## src/logic/bl_pwm_pkg.sv

```systemverilog
// Package with register map, field layout and timing constants of the backlight PWM block.
package bl_pwm_pkg;

    // =========================================================
    // Register map
    // The printed offset is a word index; the byte address is four times the index.
    localparam logic [31:0] PWM_CONTROL_INDEX  = 32'h0000_00AF;
    localparam logic [31:0] PWM_CONTROL_OFFSET = {PWM_CONTROL_INDEX[29:0], 2'h0};

    // =========================================================
    // Field positions of the control register
    localparam int          ENABLE_POS   = 7;
    localparam int          SOURCE_POS   = 6;
    localparam int          DIVIDE_LSB   = 4;
    localparam int          POLARITY_POS = 3;
    localparam int          DUTY_LSB     = 0;

    // =========================================================
    // Reset values
    localparam logic        ENABLE_RESET   = 1'h0;
    localparam logic        SOURCE_RESET   = 1'h1;
    localparam logic [1:0]  DIVIDE_RESET   = 2'h2;
    localparam logic        POLARITY_RESET = 1'h0;
    localparam logic [2:0]  DUTY_RESET     = 3'h4;

    // =========================================================
    // Timing: source rates derived from the 10 MHz system clock
    localparam int          CLOCK_HZ       = 10000000;
    localparam int          FAST_SOURCE_HZ = 24000000;
    localparam int          SLOW_SOURCE_HZ = 32000;
    // The fast source exceeds the system clock, so it runs at the full clock rate.
    localparam int          FAST_DIV_RAW   = CLOCK_HZ / FAST_SOURCE_HZ;
    localparam logic [9:0]  FAST_DIV       = (FAST_DIV_RAW < 1) ? 10'h001 : 10'(FAST_DIV_RAW);
    localparam logic [9:0]  SLOW_DIV       = 10'(CLOCK_HZ / SLOW_SOURCE_HZ);

endpackage

```

## src/logic/bl_pwm_divider.sv

```systemverilog
// Enable pulse divider with a run-time divisor.
`timescale 1ns/100ps
`default_nettype none

module bl_pwm_divider
(
    // Clock and reset
    input  wire logic       clock,
    input  wire logic       resetn,
    // Control
    input  wire logic       run,
    input  wire logic [9:0] divisor,
    // Output
    output logic            tick
);

    logic [9:0] count;

    // =========================================================
    // Counter
    // A divisor change takes effect at once, as the compare uses the live divisor; a count already past it wraps at the next edge.
    always_ff @(posedge clock or negedge resetn)
    begin
        if (!resetn)
        begin
            count <= 10'h000;
            tick  <= 1'b0;
        end
        else if (!run)
        begin
            count <= 10'h000;
            tick  <= 1'b0;
        end
        else if (count + 10'h001 >= divisor)
        begin
            count <= 10'h000;
            tick  <= 1'b1;
        end
        else
        begin
            count <= count + 10'h001;
            tick  <= 1'b0;
        end
    end

endmodule
`default_nettype wire

```

## src/logic/bl_pwm.sv

```systemverilog
// Backlight PWM generator with an APB control register and a shared pin takeover.
//
// Decided for this implementation: the register offsets and register access over APB.
`timescale 1ns/100ps
`default_nettype none

module bl_pwm
(
    // Clock and reset
    input  wire logic        CLOCK_IN,
    input  wire logic        RESETN_IN,
    // APB slave
    input  wire logic        PSEL_IN,
    input  wire logic        PENABLE_IN,
    input  wire logic        PWRITE_IN,
    input  wire logic [31:0] PADDR_IN,
    input  wire logic [31:0] PWDATA_IN,
    input  wire logic [3:0]  PSTRB_IN,
    output logic      [31:0] PRDATA_OUT,
    output logic             PREADY_OUT,
    output logic             PSLVERR_OUT,
    // Shared pin, normal function side
    input  wire logic        GPIO_OUT_IN,
    input  wire logic        GPIO_OE_IN,
    // Shared pin
    output logic             PIN_OUT,
    output logic             PIN_OE_OUT
);

    import bl_pwm_pkg::*;

    logic       enable;
    logic       source_slow;
    logic [1:0] divide;
    logic       polarity;
    logic [2:0] duty;
    logic       source_tick;
    logic [2:0] prescale;
    logic       slot_tick;
    logic [2:0] slot;
    logic       wave;
    logic       hit;
    logic       access;
    logic [7:0] control;
    logic [7:0] write_byte;

    // =========================================================
    // APB register
    assign access      = PSEL_IN && PENABLE_IN;
    assign hit         = (PADDR_IN == PWM_CONTROL_OFFSET);
    assign PREADY_OUT  = 1'b1;
    assign PSLVERR_OUT = access && !hit;
    assign control     = {enable, source_slow, divide, polarity, duty};
    assign write_byte  = PWDATA_IN[7:0];

    always_ff @(posedge CLOCK_IN or negedge RESETN_IN)
    begin
        if (!RESETN_IN)
        begin
            enable      <= ENABLE_RESET;
            source_slow <= SOURCE_RESET;
            divide      <= DIVIDE_RESET;
            polarity    <= POLARITY_RESET;
            duty        <= DUTY_RESET;
        end
        else if (access && PWRITE_IN && hit && PSTRB_IN[0])
        begin
            enable      <= PWDATA_IN[ENABLE_POS];
            source_slow <= PWDATA_IN[SOURCE_POS];
            divide      <= PWDATA_IN[DIVIDE_LSB +: 2];
            polarity    <= PWDATA_IN[POLARITY_POS];
            duty        <= PWDATA_IN[DUTY_LSB +: 3];
        end
    end

    // Read data is captured in the setup cycle so it already stands when pready is sampled.
    always_ff @(posedge CLOCK_IN or negedge RESETN_IN)
    begin
        if (!RESETN_IN)
        begin
            PRDATA_OUT <= 32'h0000_0000;
        end
        else if (PSEL_IN && !PENABLE_IN && !PWRITE_IN && hit)
        begin
            PRDATA_OUT <= {24'h00_0000, control};
        end
        else
        begin
            PRDATA_OUT <= 32'h0000_0000;
        end
    end

    // =========================================================
    // Source divider
    // The fast source cannot exceed the system clock, so it ticks every cycle and runs slower than named.
    bl_pwm_divider u_source
    (
        .clock   (CLOCK_IN),
        .resetn  (RESETN_IN),
        .run     (enable),
        .divisor (source_slow ? SLOW_DIV : FAST_DIV),
        .tick    (source_tick)
    );

    // =========================================================
    // Divide by 1, 2, 4 or 8.
    always_ff @(posedge CLOCK_IN or negedge RESETN_IN)
    begin
        if (!RESETN_IN)
        begin
            prescale <= 3'h0;
        end
        else if (!enable)
        begin
            prescale <= 3'h0;
        end
        else if (source_tick)
        begin
            prescale <= prescale + 3'h1;
        end
    end

    always_comb
    begin
        case (divide)
            2'h0:    slot_tick = source_tick;
            2'h1:    slot_tick = source_tick && (prescale[0] == 1'b1);
            2'h2:    slot_tick = source_tick && (prescale[1:0] == 2'h3);
            default: slot_tick = source_tick && (prescale == 3'h7);
        endcase
    end

    // =========================================================
    // Slot counter and waveform
    // Disabling restarts the period so re-enable always begins with the active slots.
    always_ff @(posedge CLOCK_IN or negedge RESETN_IN)
    begin
        if (!RESETN_IN)
        begin
            slot <= 3'h0;
        end
        else if (!enable)
        begin
            slot <= 3'h0;
        end
        else if (slot_tick)
        begin
            slot <= slot + 3'h1;
        end
    end

    always_ff @(posedge CLOCK_IN or negedge RESETN_IN)
    begin
        if (!RESETN_IN)
        begin
            wave <= 1'b0;
        end
        else
        begin
            wave <= (slot < duty) ^ polarity;
        end
    end

    // =========================================================
    // Shared pin takeover
    // The mux is combinational, so the normal function returns in the cycle enable clears.
    assign PIN_OUT    = enable ? wave : GPIO_OUT_IN;
    assign PIN_OE_OUT = enable ? 1'b1 : GPIO_OE_IN;
endmodule
`default_nettype wire

```

## config.mk

```make
export PLATFORM = sky130hd
export DESIGN_NAME = bl_pwm
export DESIGN_NICKNAME = d
export VERILOG_FILES = /design/src/logic/bl_pwm_pkg.sv /design/src/logic/bl_pwm_divider.sv /design/src/logic/bl_pwm.sv
export SDC_FILE = /design/constraint.sdc
export NUM_CORES = 1
export LEC_CHECK = 0
export ABC_CLOCK_PERIOD_IN_PS = 2300
export BUFFER_PORTS_ARGS = -buffer_cell sky130_fd_sc_hd__buf_2
export CAP_MARGIN = 5
export CORE_ASPECT_RATIO = 0.7
export CORE_MARGIN = 2
export CORE_UTILIZATION = 40
export DETAILED_ROUTE_END_ITERATION = 10
export GPL_ROUTABILITY_DRIVEN = 0
export PLACE_DENSITY = 0.76
export SYNTH_ARGS = -nofsm -noshare
export SYNTH_HDL_FRONTEND = slang
export SYNTH_SLANG_ARGS = --single-unit
```

## constraint.sdc

```tcl
create_clock -name CLOCK_IN -period 2.3 [get_ports CLOCK_IN]
set_input_delay 0 -clock CLOCK_IN [delete_from_list [all_inputs] [get_ports CLOCK_IN]]
set_output_delay 0 -clock CLOCK_IN [all_outputs]
set_load 0.01 [all_outputs]
```

==> results of run 1 <==
==> worst paths after layout <==
path / startpoint / end / slack [ps] / cells past startpoint
setup / recovery: u_source.count[0] / u_source.tick / 30 / 8
hold / removal: GPIO_OE_IN / PIN_OE_OUT / 270 / 3
setup reg to reg: u_source.count[0] / u_source.tick / 30 / 8
hold reg to reg: polarity / wave / 520 / 1
max in group asynchronous: RESETN_IN / u_source.count[2] / 1490 / 2
min in group asynchronous: RESETN_IN / PRDATA_OUT[5] / 330 / 2
==> per-stage QoR <==
| step | TNS (ps) | instances | utilization |
|---|---|---|---|
| 2_1_floorplan | 0 | 206 | - |
| 4_1_cts | 0 | 330 | 0.527 |
| 5_1_grt | -130 | 331 | 0.533 |
| 3_5_place_dp | 0 | 313 | 0.485 |
| 3_3_place_gp | 0 | 313 | 0.485 |
| 6_report | 0 | 331 | 0.533 |
==> cell usage after synthesis (all sizes together) (2+ instances only) <==
library cell / n / share of area
mux2: 9 / 0.065
and3: 3 / 0.0093
a21o: 2 / 0.0074
a21oi: 4 / 0.0099
and4: 2 / 0.0099
inv: 8 / 0.015
buf: 26 / 0.098
and2: 9 / 0.028
nor3b: 5 / 0.019
nor4: 6 / 0.034
nand4: 4 / 0.012
mux2i: 3 / 0.015
conb: 2 / 0.0037
xnor2: 5 / 0.022
nand2: 9 / 0.018
nor4b: 2 / 0.019
xor2: 5 / 0.022
dfstp: 3 / 0.039
ha: 14 / 0.086
nand3: 4 / 0.0099
nor2: 15 / 0.028
dfrtp: 31 / 0.38
==> sequential cells by signal (all words and copies together) (netlist names) <==
signal          count
slot                3
polarity            1
u_source.tick       1
PRDATA_OUT          8
wave                1
source_slow         1
prescale            3
divide              2
duty                3
enable              1
u_source.count     10
==> routing by layer <==
metal | wire length, um | share of wire
met5 | 0 | 0
met1 | 1850 | 0.45
met4 | 66 | 0.016
met3 | 115 | 0.028
met2 | 2100 | 0.51
==> power groups by stage <==
stage / clock (mW) / combinational [mW] / sequential, mW
6_report: 0.535 / 0.0985 / 0.599
5_1_grt: 0.572 / 0.110 / 0.599
4_1_cts: 0.550 / 0.0987 / 0.599
3_5_place_dp: 0 / 0.0871 / 0.610
3_3_place_gp: 0 / 0.0850 / 0.611
2_1_floorplan: 0 / 0.0614 / 0.611
==> cell type report <==
cell class / instances / area [um2]
Fill cell: 464 / 2260
Timing Repair Buffer: 74 / 434
Clock inverter: 1 / 30.0
Tap cell: 69 / 86.3
Clock buffer: 7 / 76.3
Inverter: 8 / 30.0
Multi-Input combinational cell: 138 / 1070
Sequential cell: 34 / 855
==> critical path, delay by kind of cell (launching register included) <==
family,cells,cell delay [ps]
AO/OA/AOI/OAI,4,880
XOR/XNOR,1,150
flip-flops,1,380
AND/OR/NAND/NOR,1,190
adder cells (fa/ha/maj),2,530
==> timing repair <==
item	4_1_cts	5_1_grt
hold buffers	9	0
setup endpoints to repair	1	10
pin swaps	0	6
endpoints found under the hold margin	39	0
resized for setup	1	6
gates cloned	0	1
==> cell families (layout without fill, tap and decap cells) <==
family / after synthesis / count (layout) / share of synthesized area
compound gates: 12 / 12 / 0.0463
xor+xnor: 10 / 10 / 0.0432
fa+ha+maj: 14 / 14 / 0.0864
buf+inv: 34 / 90 / 0.113
flops: 34 / 34 / 0.421
mux: 12 / 12 / 0.0796
other cells: 2 / 26 / 0.00370
simple gates: 64 / 64 / 0.207
==> results.json, run 1 <==
{
  "finalPower_mw": 1.23,
  "post_cts_buffers": 0,
  "ir_drop_v": 0.000210,
  "min_path_type": "input port to primary output",
  "cp_cell_sequence": "ha_2 -> and3_4 -> xor2_2 -> ha_1 -> a21o_1 -> a21oi_2 -> a41oi_2 -> o41a_1",
  "synth_area_um2": 2030,
  "seqPwrFrac": 0.486,
  "max_freq_ghz": 0.440,
  "layout_commonest_cell": "buf_2",
  "root_buffer": "clkbuf_8",
  "cp.required_ps": 2460,
  "setup_violations": 0,
  "ant_nets": 0,
  "die_w_um": 89.1,
  "criticalPathCategory": "flop to flop",
  "grt_pass1_vias": 1544,
  "grtUsageMet2": 0.259,
  "drc": 0,
  "ys.flop_type": "dfrtp_1",
  "io_pins": 111,
  "grt_overflow": 0,
  "clkSinkCount": 34,
  "critPathCaptureType": "flop",
  "met1_usage": 0.194,
  "dr.pass1.iters": 4,
  "die_area_um2": 5670,
  "placed_cell_area_um2": 2340,
  "yosys_warnings": 0,
  "crit_path_top_delay_cell": "o41a_1",
  "dr_total_vias": 1511,
  "crit_arrival_ps": 2430,
  "synth-seq-cells": 34,
  "async_flop_share": 1.00,
  "p_leak_nw": 1.28,
  "synthCells": 182,
  "cp-start-kind": "flop",
  "finalClockSkew_ps": 7.93,
  "critPathMaxFanout": 2,
  "fin_ws_ps": 28.0,
  "io_buffers": 58,
  "power_density_nw_per_um2": 478,
  "min_period_over_period": 0.988,
  "grt_max_degree": 35,
  "tightest_slew_ps": 746,
  "start_util": 0.420,
  "syn2layout_area_growth_pct": 27.1,
  "synth_edf_count": 0,
  "cts.path.max_buffers": 2,
  "rsz0062_at_grt": "true",
  "hold_ws_ps": 268,
  "hpwl_um": 3120,
  "drive_gt1_frac": 0.389,
  "h-tree-depth": 2,
  "hold_viol_final": 0,
  "grt_use_met3": 0.0262,
  "drt_wl_total_um": 4130,
  "internal_power_mw": 0.969,
  "fp.dieH_um": 63.6,
  "swShare": 0.214,
  "yosysUniqueCellTypes": 39,
  "busiest_layer": "met2",
  "place_ws_ps": 0.697,
  "ys_seq_area_frac": 0.421,
  "wl_per_cell_um": 12.5,
  "drtIter0Drc": 25,
  "outcome": "finished, final reports clean",
  "path_clk_slew_ps": 70,
  "cpPeakStageDelay_ps": 440,
  "final_area_um2": 2580,
  "finalMaxSlewViolations": 0,
  "grt_usage": 0.155,
  "fin_crit_ps": 2270,
  "clk_latency_ps": 290,
  "grt_antenna_before_repair": 0,
  "core_area_um2": 4830,
  "cts_made_buffers": 5,
  "syn_area_per_cell_um2": 11.1,
  "switchingPower_mw": 0.264,
  "avgViaCountPerCell": 4.56,
  "clockPowerShare": 0.434,
  "diodes": 0,
  "combPwrFrac": 0.080,
  "fin_nets": 350,
  "layout_common_cells": "buf_2 (59), dfrtp_1 (31), conb_1 (26)",
  "drv_cap": 0,
  "rows": 21,
  "max_slew_margin": 0.502,
  "cts_tree": "built",
  "grt_pass1_wl_um": 6740
}
Power figures use the tool's default switching activity.
==> run 2, diff against run 1 <==
REMOVE_ABC_BUFFERS = 1   (was unset)
==> run 2 against run 1 <==
Against the previous run:
- final cell count grew 1.5%
- sequential power about the same
- design area increased by 3.9%
- global-route usage grew 0.46 points
- core utilization grew 2.1 points
- critical path depth increased by 1
- worst hold slack better by 1.5 ps
- fmax up 1.6%
- largest cell class unchanged
- setup slack improved by 36 ps
- power rose by 0.47%
- via count up 1.2%
==> results.json, run 2 (synthesis results as in run 1) <==
{
  "min_path_type": "input port to primary output",
  "hold_viol_final": 0,
  "drc": 0,
  "drt_wl_total_um": 4240,
  "fin_util": 0.554,
  "criticalPathCategory": "flop to flop",
  "rows": 21,
  "die_area_um2": 5670,
  "min_period_over_period": 0.972,
  "grt_max_degree": 35,
  "h-tree-depth": 2,
  "grt_pass1_vias": 1562,
  "rsz0062_at_grt": "false",
  "avgViaCountPerCell": 4.55,
  "cpPeakStageDelay_ps": 450,
  "die_w_um": 89.1,
  "finalMaxSlewViolations": 0,
  "crit_buf_inv": 2,
  "cp-start-kind": "flop",
  "max_flop_register": "u_source.count",
  "cts.path.max_buffers": 2,
  "grt_overflow": 0,
  "clkSinkCount": 34,
  "crit_path_top_delay_cell": "o41a_1",
  "cts_tree": "built",
  "max_freq_ghz": 0.447,
  "placed_cell_area_um2": 2360,
  "grt_usage": 0.159,
  "top_layer": "met4",
  "io_pins": 111,
  "critPathCaptureType": "flop",
  "fp.dieH_um": 63.6,
  "drtIter0Drc": 74,
  "power_density_nw_per_um2": 463,
  "drive_gt1_frac": 0.427,
  "finalPower_mw": 1.24,
  "dr.pass1.iters": 4,
  "layout_commonest_cell": "buf_2",
  "core_area_um2": 4830,
  "tightest_slew_ps": 738,
  "cp.required_ps": 2460,
  "cp_cell_sequence": "ha_2 -> and3_4 -> buf_4 -> and3_1 -> xor2_1 -> ha_1 -> inv_1 -> a41oi_2 -> o41a_1",
  "ir_drop_v": 0.000312,
  "top_regs": "u_source.count (10), PRDATA_OUT (8)",
  "start_util": 0.420,
  "placed_cells": 315,
  "hpwl_um": 3100,
  "ant_nets": 0,
  "clk_latency_ps": 290,
  "wl_met1_um": 1930,
  "dr_total_vias": 1529,
  "largest_register_ffs": 10,
  "setup_violations": 0,
  "path_clk_slew_ps": 70,
  "diodes": 0,
  "syn2layout_area_growth_pct": 32.0,
  "finalClockSkew_ps": 9.04,
  "finalNonFillerCells": 336,
  "fin_nets": 355,
  "wl_met2_um": 2100,
  "root_buffer": "clkbuf_8",
  "outcome": "finished, final reports clean",
  "final_area_um2": 2680,
  "drv_cap": 0,
  "hold_ws_ps": 270,
  "cts_made_buffers": 5,
  "max_slew_margin": 0.508,
  "grt_pass1_wl_um": 6980,
  "layout_common_cells": "buf_2 (59), dfrtp_1 (31), conb_1 (26)",
  "crit_arrival_ps": 2400,
  "io_buffers": 58,
  "fin_crit_ps": 2240,
  "wl_met3_um": 150,
  "critPathMaxFanout": 2,
  "critPathTopFamily": "adder cells",
  "p_leak_nw": 1.32,
  "grt_antenna_before_repair": 0,
  "wl_per_cell_um": 12.6
}
run 2: timing repair:
item	CTS	global route
gates resized for setup	1	13
endpoints found under the hold margin	39	0
endpoints found under the setup margin	1	9
pin swaps	3	9
hold buffers	9	0
cloned	0	1
buffers inserted	1	2
run 2: layout make-up:
cell class,instances,area [um2]
Inverter,8,30.0
Fill cell,440,2160
Sequential cell,34,855
Tap cell,69,86.3
Clock inverter,3,40.0
Timing Repair Buffer,79,472
Clock buffer,5,68.8
Multi-Input combinational cell,138,1130
run 2: metrics by stage:
step	setup WS, ps	setup TNS [ps]
5_1_grt	8.46	0
3_5_place_dp	18.7	0
4_1_cts	16.3	0
6_report	63.8	0
2_1_floorplan	-31.7	-31.7
3_3_place_gp	-2.00	-2.00
run 2: report_power, final:
group | leakage (nW) | internal [mW] | switching, mW
clock | 0.0579 | 0.319 | 0.222
combinational | 0.801 | 0.0460 | 0.0525
sequential | 0.462 | 0.599 | 0.000389
run 2: final timing paths:
| path | startpoint | end | slack (ps) | cells past startpoint |
|---|---|---|---|---|
| worst max-delay path | u_source.count[1] | u_source.tick | 60 | 9 |
| worst min-delay path | GPIO_OE_IN | PIN_OE_OUT | 270 | 3 |
| worst max register to register | u_source.count[1] | u_source.tick | 60 | 9 |
| worst min register to register | polarity | wave | 500 | 1 |
| max in group asynchronous | RESETN_IN | polarity | 1510 | 2 |
| min in group asynchronous | RESETN_IN | prescale[0] | 310 | 2 |
run 2: worst min-delay path, stage by stage:
cell and delay (ps):
buf_2 70, or2_2 80, buf_2 110
run 2: metal layers:
layer | track usage | up-vias
met5 | 0 | -
met1 | 0.211 | 748
met2 | 0.254 | 35
met4 | 0.0653 | 0
met3 | 0.0288 | 5
li1 | - | 741
==> run 3, diff against run 2 <==
ABC_CLOCK_PERIOD_IN_PS = 2250   (was 2300)
CORE_UTILIZATION = 45   (was 40)
CTS_CLUSTER_DIAMETER = 120   (was unset)
PLACE_DENSITY = 0.81   (was 0.76)
REMOVE_ABC_BUFFERS = unset   (was 1)
clock period = 2.25 ns   (was 2.3 ns; I/O delays follow)
==> run 3 against run 2 <==
Against the previous run:
- first-iteration DRC count is 1.4% higher
- core utilization up 3.5 points
- critical path depth shrank 1
- fmax is 3.4% higher
- sequential cell count unchanged
- largest power group unchanged
- highest routed layer unchanged
==> results.json, run 3 (synthesis results as in run 1) <==
{
  "outcome": "finished, final reports clean",
  "finalSetupTns_ps": 0,
  "io_pins": 111,
  "clk_latency_ps": 290,
  "ir_drop_v": 0.000319,
  "dr.pass1.iters": 4,
  "cts_tree": "built",
  "grt_antenna_before_repair": 0,
  "top_regs": "u_source.count (10), PRDATA_OUT (8)",
  "cts.path.max_buffers": 2,
  "start_util": 0.468,
  "crit_buf_inv": 0,
  "ant_nets": 0,
  "grt_max_degree": 35,
  "min_period_over_period": 0.961,
  "grt_usage": 0.173,
  "diodes": 0,
  "cp-start-kind": "flop",
  "drt_wl_total_um": 3990,
  "max_flop_register": "u_source.count",
  "setup_violations": 0,
  "hpwl_um": 2980,
  "fin_nets": 348,
  "internal_power_mw": 0.985,
  "min_path_type": "input port to primary output",
  "power_density_nw_per_um2": 494,
  "drc": 0,
  "dr_total_vias": 1526,
  "h-tree-depth": 2,
  "path_clk_slew_ps": 70,
  "die_area_um2": 5070,
  "finalClockSkew_ps": 6.87,
  "drive_gt1_frac": 0.392,
  "grt_overflow": 0,
  "cp_cell_sequence": "ha_2 -> and3_4 -> xor2_2 -> ha_1 -> a21o_1 -> a21oi_2 -> a41oi_2 -> o41a_1",
  "io_buffers": 58,
  "critPathMaxFanout": 3,
  "cpPeakStageDelay_ps": 390,
  "seqPwrFrac": 0.487,
  "finalMaxSlewViolations": 0,
  "layout_commonest_cell": "buf_2",
  "clockPowerShare": 0.434,
  "crit_arrival_ps": 2330,
  "hold_ws_ps": 271,
  "grt_pass1_wl_um": 6700,
  "nFillCells": 361,
  "switchingPower_mw": 0.272,
  "fin_ws_ps": 86.7,
  "crit_path_top_delay_cell": "dfrtp_1",
  "rsz0062_at_grt": "false",
  "core_area_um2": 4330,
  "tightest_slew_ps": 725,
  "avgViaCountPerCell": 4.84,
  "cts_made_buffers": 5,
  "combPwrFrac": 0.079,
  "grt_pass1_vias": 1533,
  "p_leak_nw": 1.27,
  "place_ws_ps": 13.2,
  "swShare": 0.217,
  "max_freq_ghz": 0.462,
  "critPathTopFamily": "compound AO/OA/AOI/OAI gates",
  "largest_register_ffs": 10,
  "r2r_slack_ps": 90,
  "hold_viol_final": 0,
  "clkSinkCount": 34,
  "fp.dieH_um": 60.2,
  "die_w_um": 84.2,
  "syn2layout_area_growth_pct": 25.6,
  "root_buffer": "clkbuf_8",
  "criticalPathCategory": "flop to flop",
  "rows": 20,
  "critPathCaptureType": "flop",
  "layout_common_cells": "buf_2 (58), dfrtp_1 (31), conb_1 (26)",
  "wl_per_cell_um": 12.7,
  "max_slew_margin": 0.517,
  "drv_cap": 0,
  "cp.required_ps": 2410,
  "fin_crit_ps": 2160,
  "drtIter0Drc": 75
}
[run 3: power by group through the flow]
stage	Sequential [mW]	Clock [mW]	Combinational [mW]
after floorplan	0.624	0	0.0628
after global placement	0.624	0	0.0862
after detailed placement	0.624	0	0.0878
after CTS	0.613	0.558	0.0997
after global routing	0.612	0.580	0.112
final	0.613	0.545	0.0992
[run 3: worst paths after layout]
path / from / endpoint / cells past startpoint
max reg2reg: u_source.count[1] / u_source.tick / 8
max in group asynchronous: RESETN_IN / u_source.count[8] / 2
min in group asynchronous: RESETN_IN / divide[0] / 2
min reg2reg: polarity / wave / 1
min: GPIO_OE_IN / PIN_OE_OUT / 3
max: u_source.count[1] / u_source.tick / 8
[run 3: area by class of cell]
cell class	instances	area [um2]	share of cell area
clock inverter	3	40.0	0.0157
multi-input combinational	138	1060	0.417
tap	55	68.8	0.0270
clock buffer	5	68.8	0.0270
sequential	34	855	0.335
inverter	8	30.0	0.0118
timing repair buffer	72	422	0.166
[run 3: stage by stage]
stage	std cells	util	power (mW)	area [um2]
floorplan	206	-	0.687	2130
global placement	297	0.536	0.710	2320
detailed placement	297	0.536	0.712	2320
CTS	315	0.585	1.27	2530
global route	315	0.588	1.30	2550
finish	315	0.588	1.26	2550
[run 3: metal layers]
metal | GRT usage | routed length [um] | vias to the layer above
met3 | 0.0373 | 184 | 8
met4 | 0.0876 | 82 | 0
met5 | 0 | 0 | -
met1 | 0.210 | 1800 | 740
li1 | - | - | 731
met2 | 0.296 | 1920 | 47
[run 3: worst register-to-register path, delay by kind of cell, from the launching register on]
kind / cells / cell delay [ps]
AOI/OAI and AO/OA: 4 / 790
adders and majority gates: 2 / 530
DFF: 1 / 390
and+or+nand+nor: 1 / 200
xor gates and xnor gates: 1 / 150
[run 3: repair_timing]
action	4_1_cts	5_1_grt
cloned	0	0
setup endpoints to repair	1	3
setup buffers	1	0
pin swaps	0	5
resized for setup	1	3
endpoints found under the hold margin	39	0
hold buffers	9	0
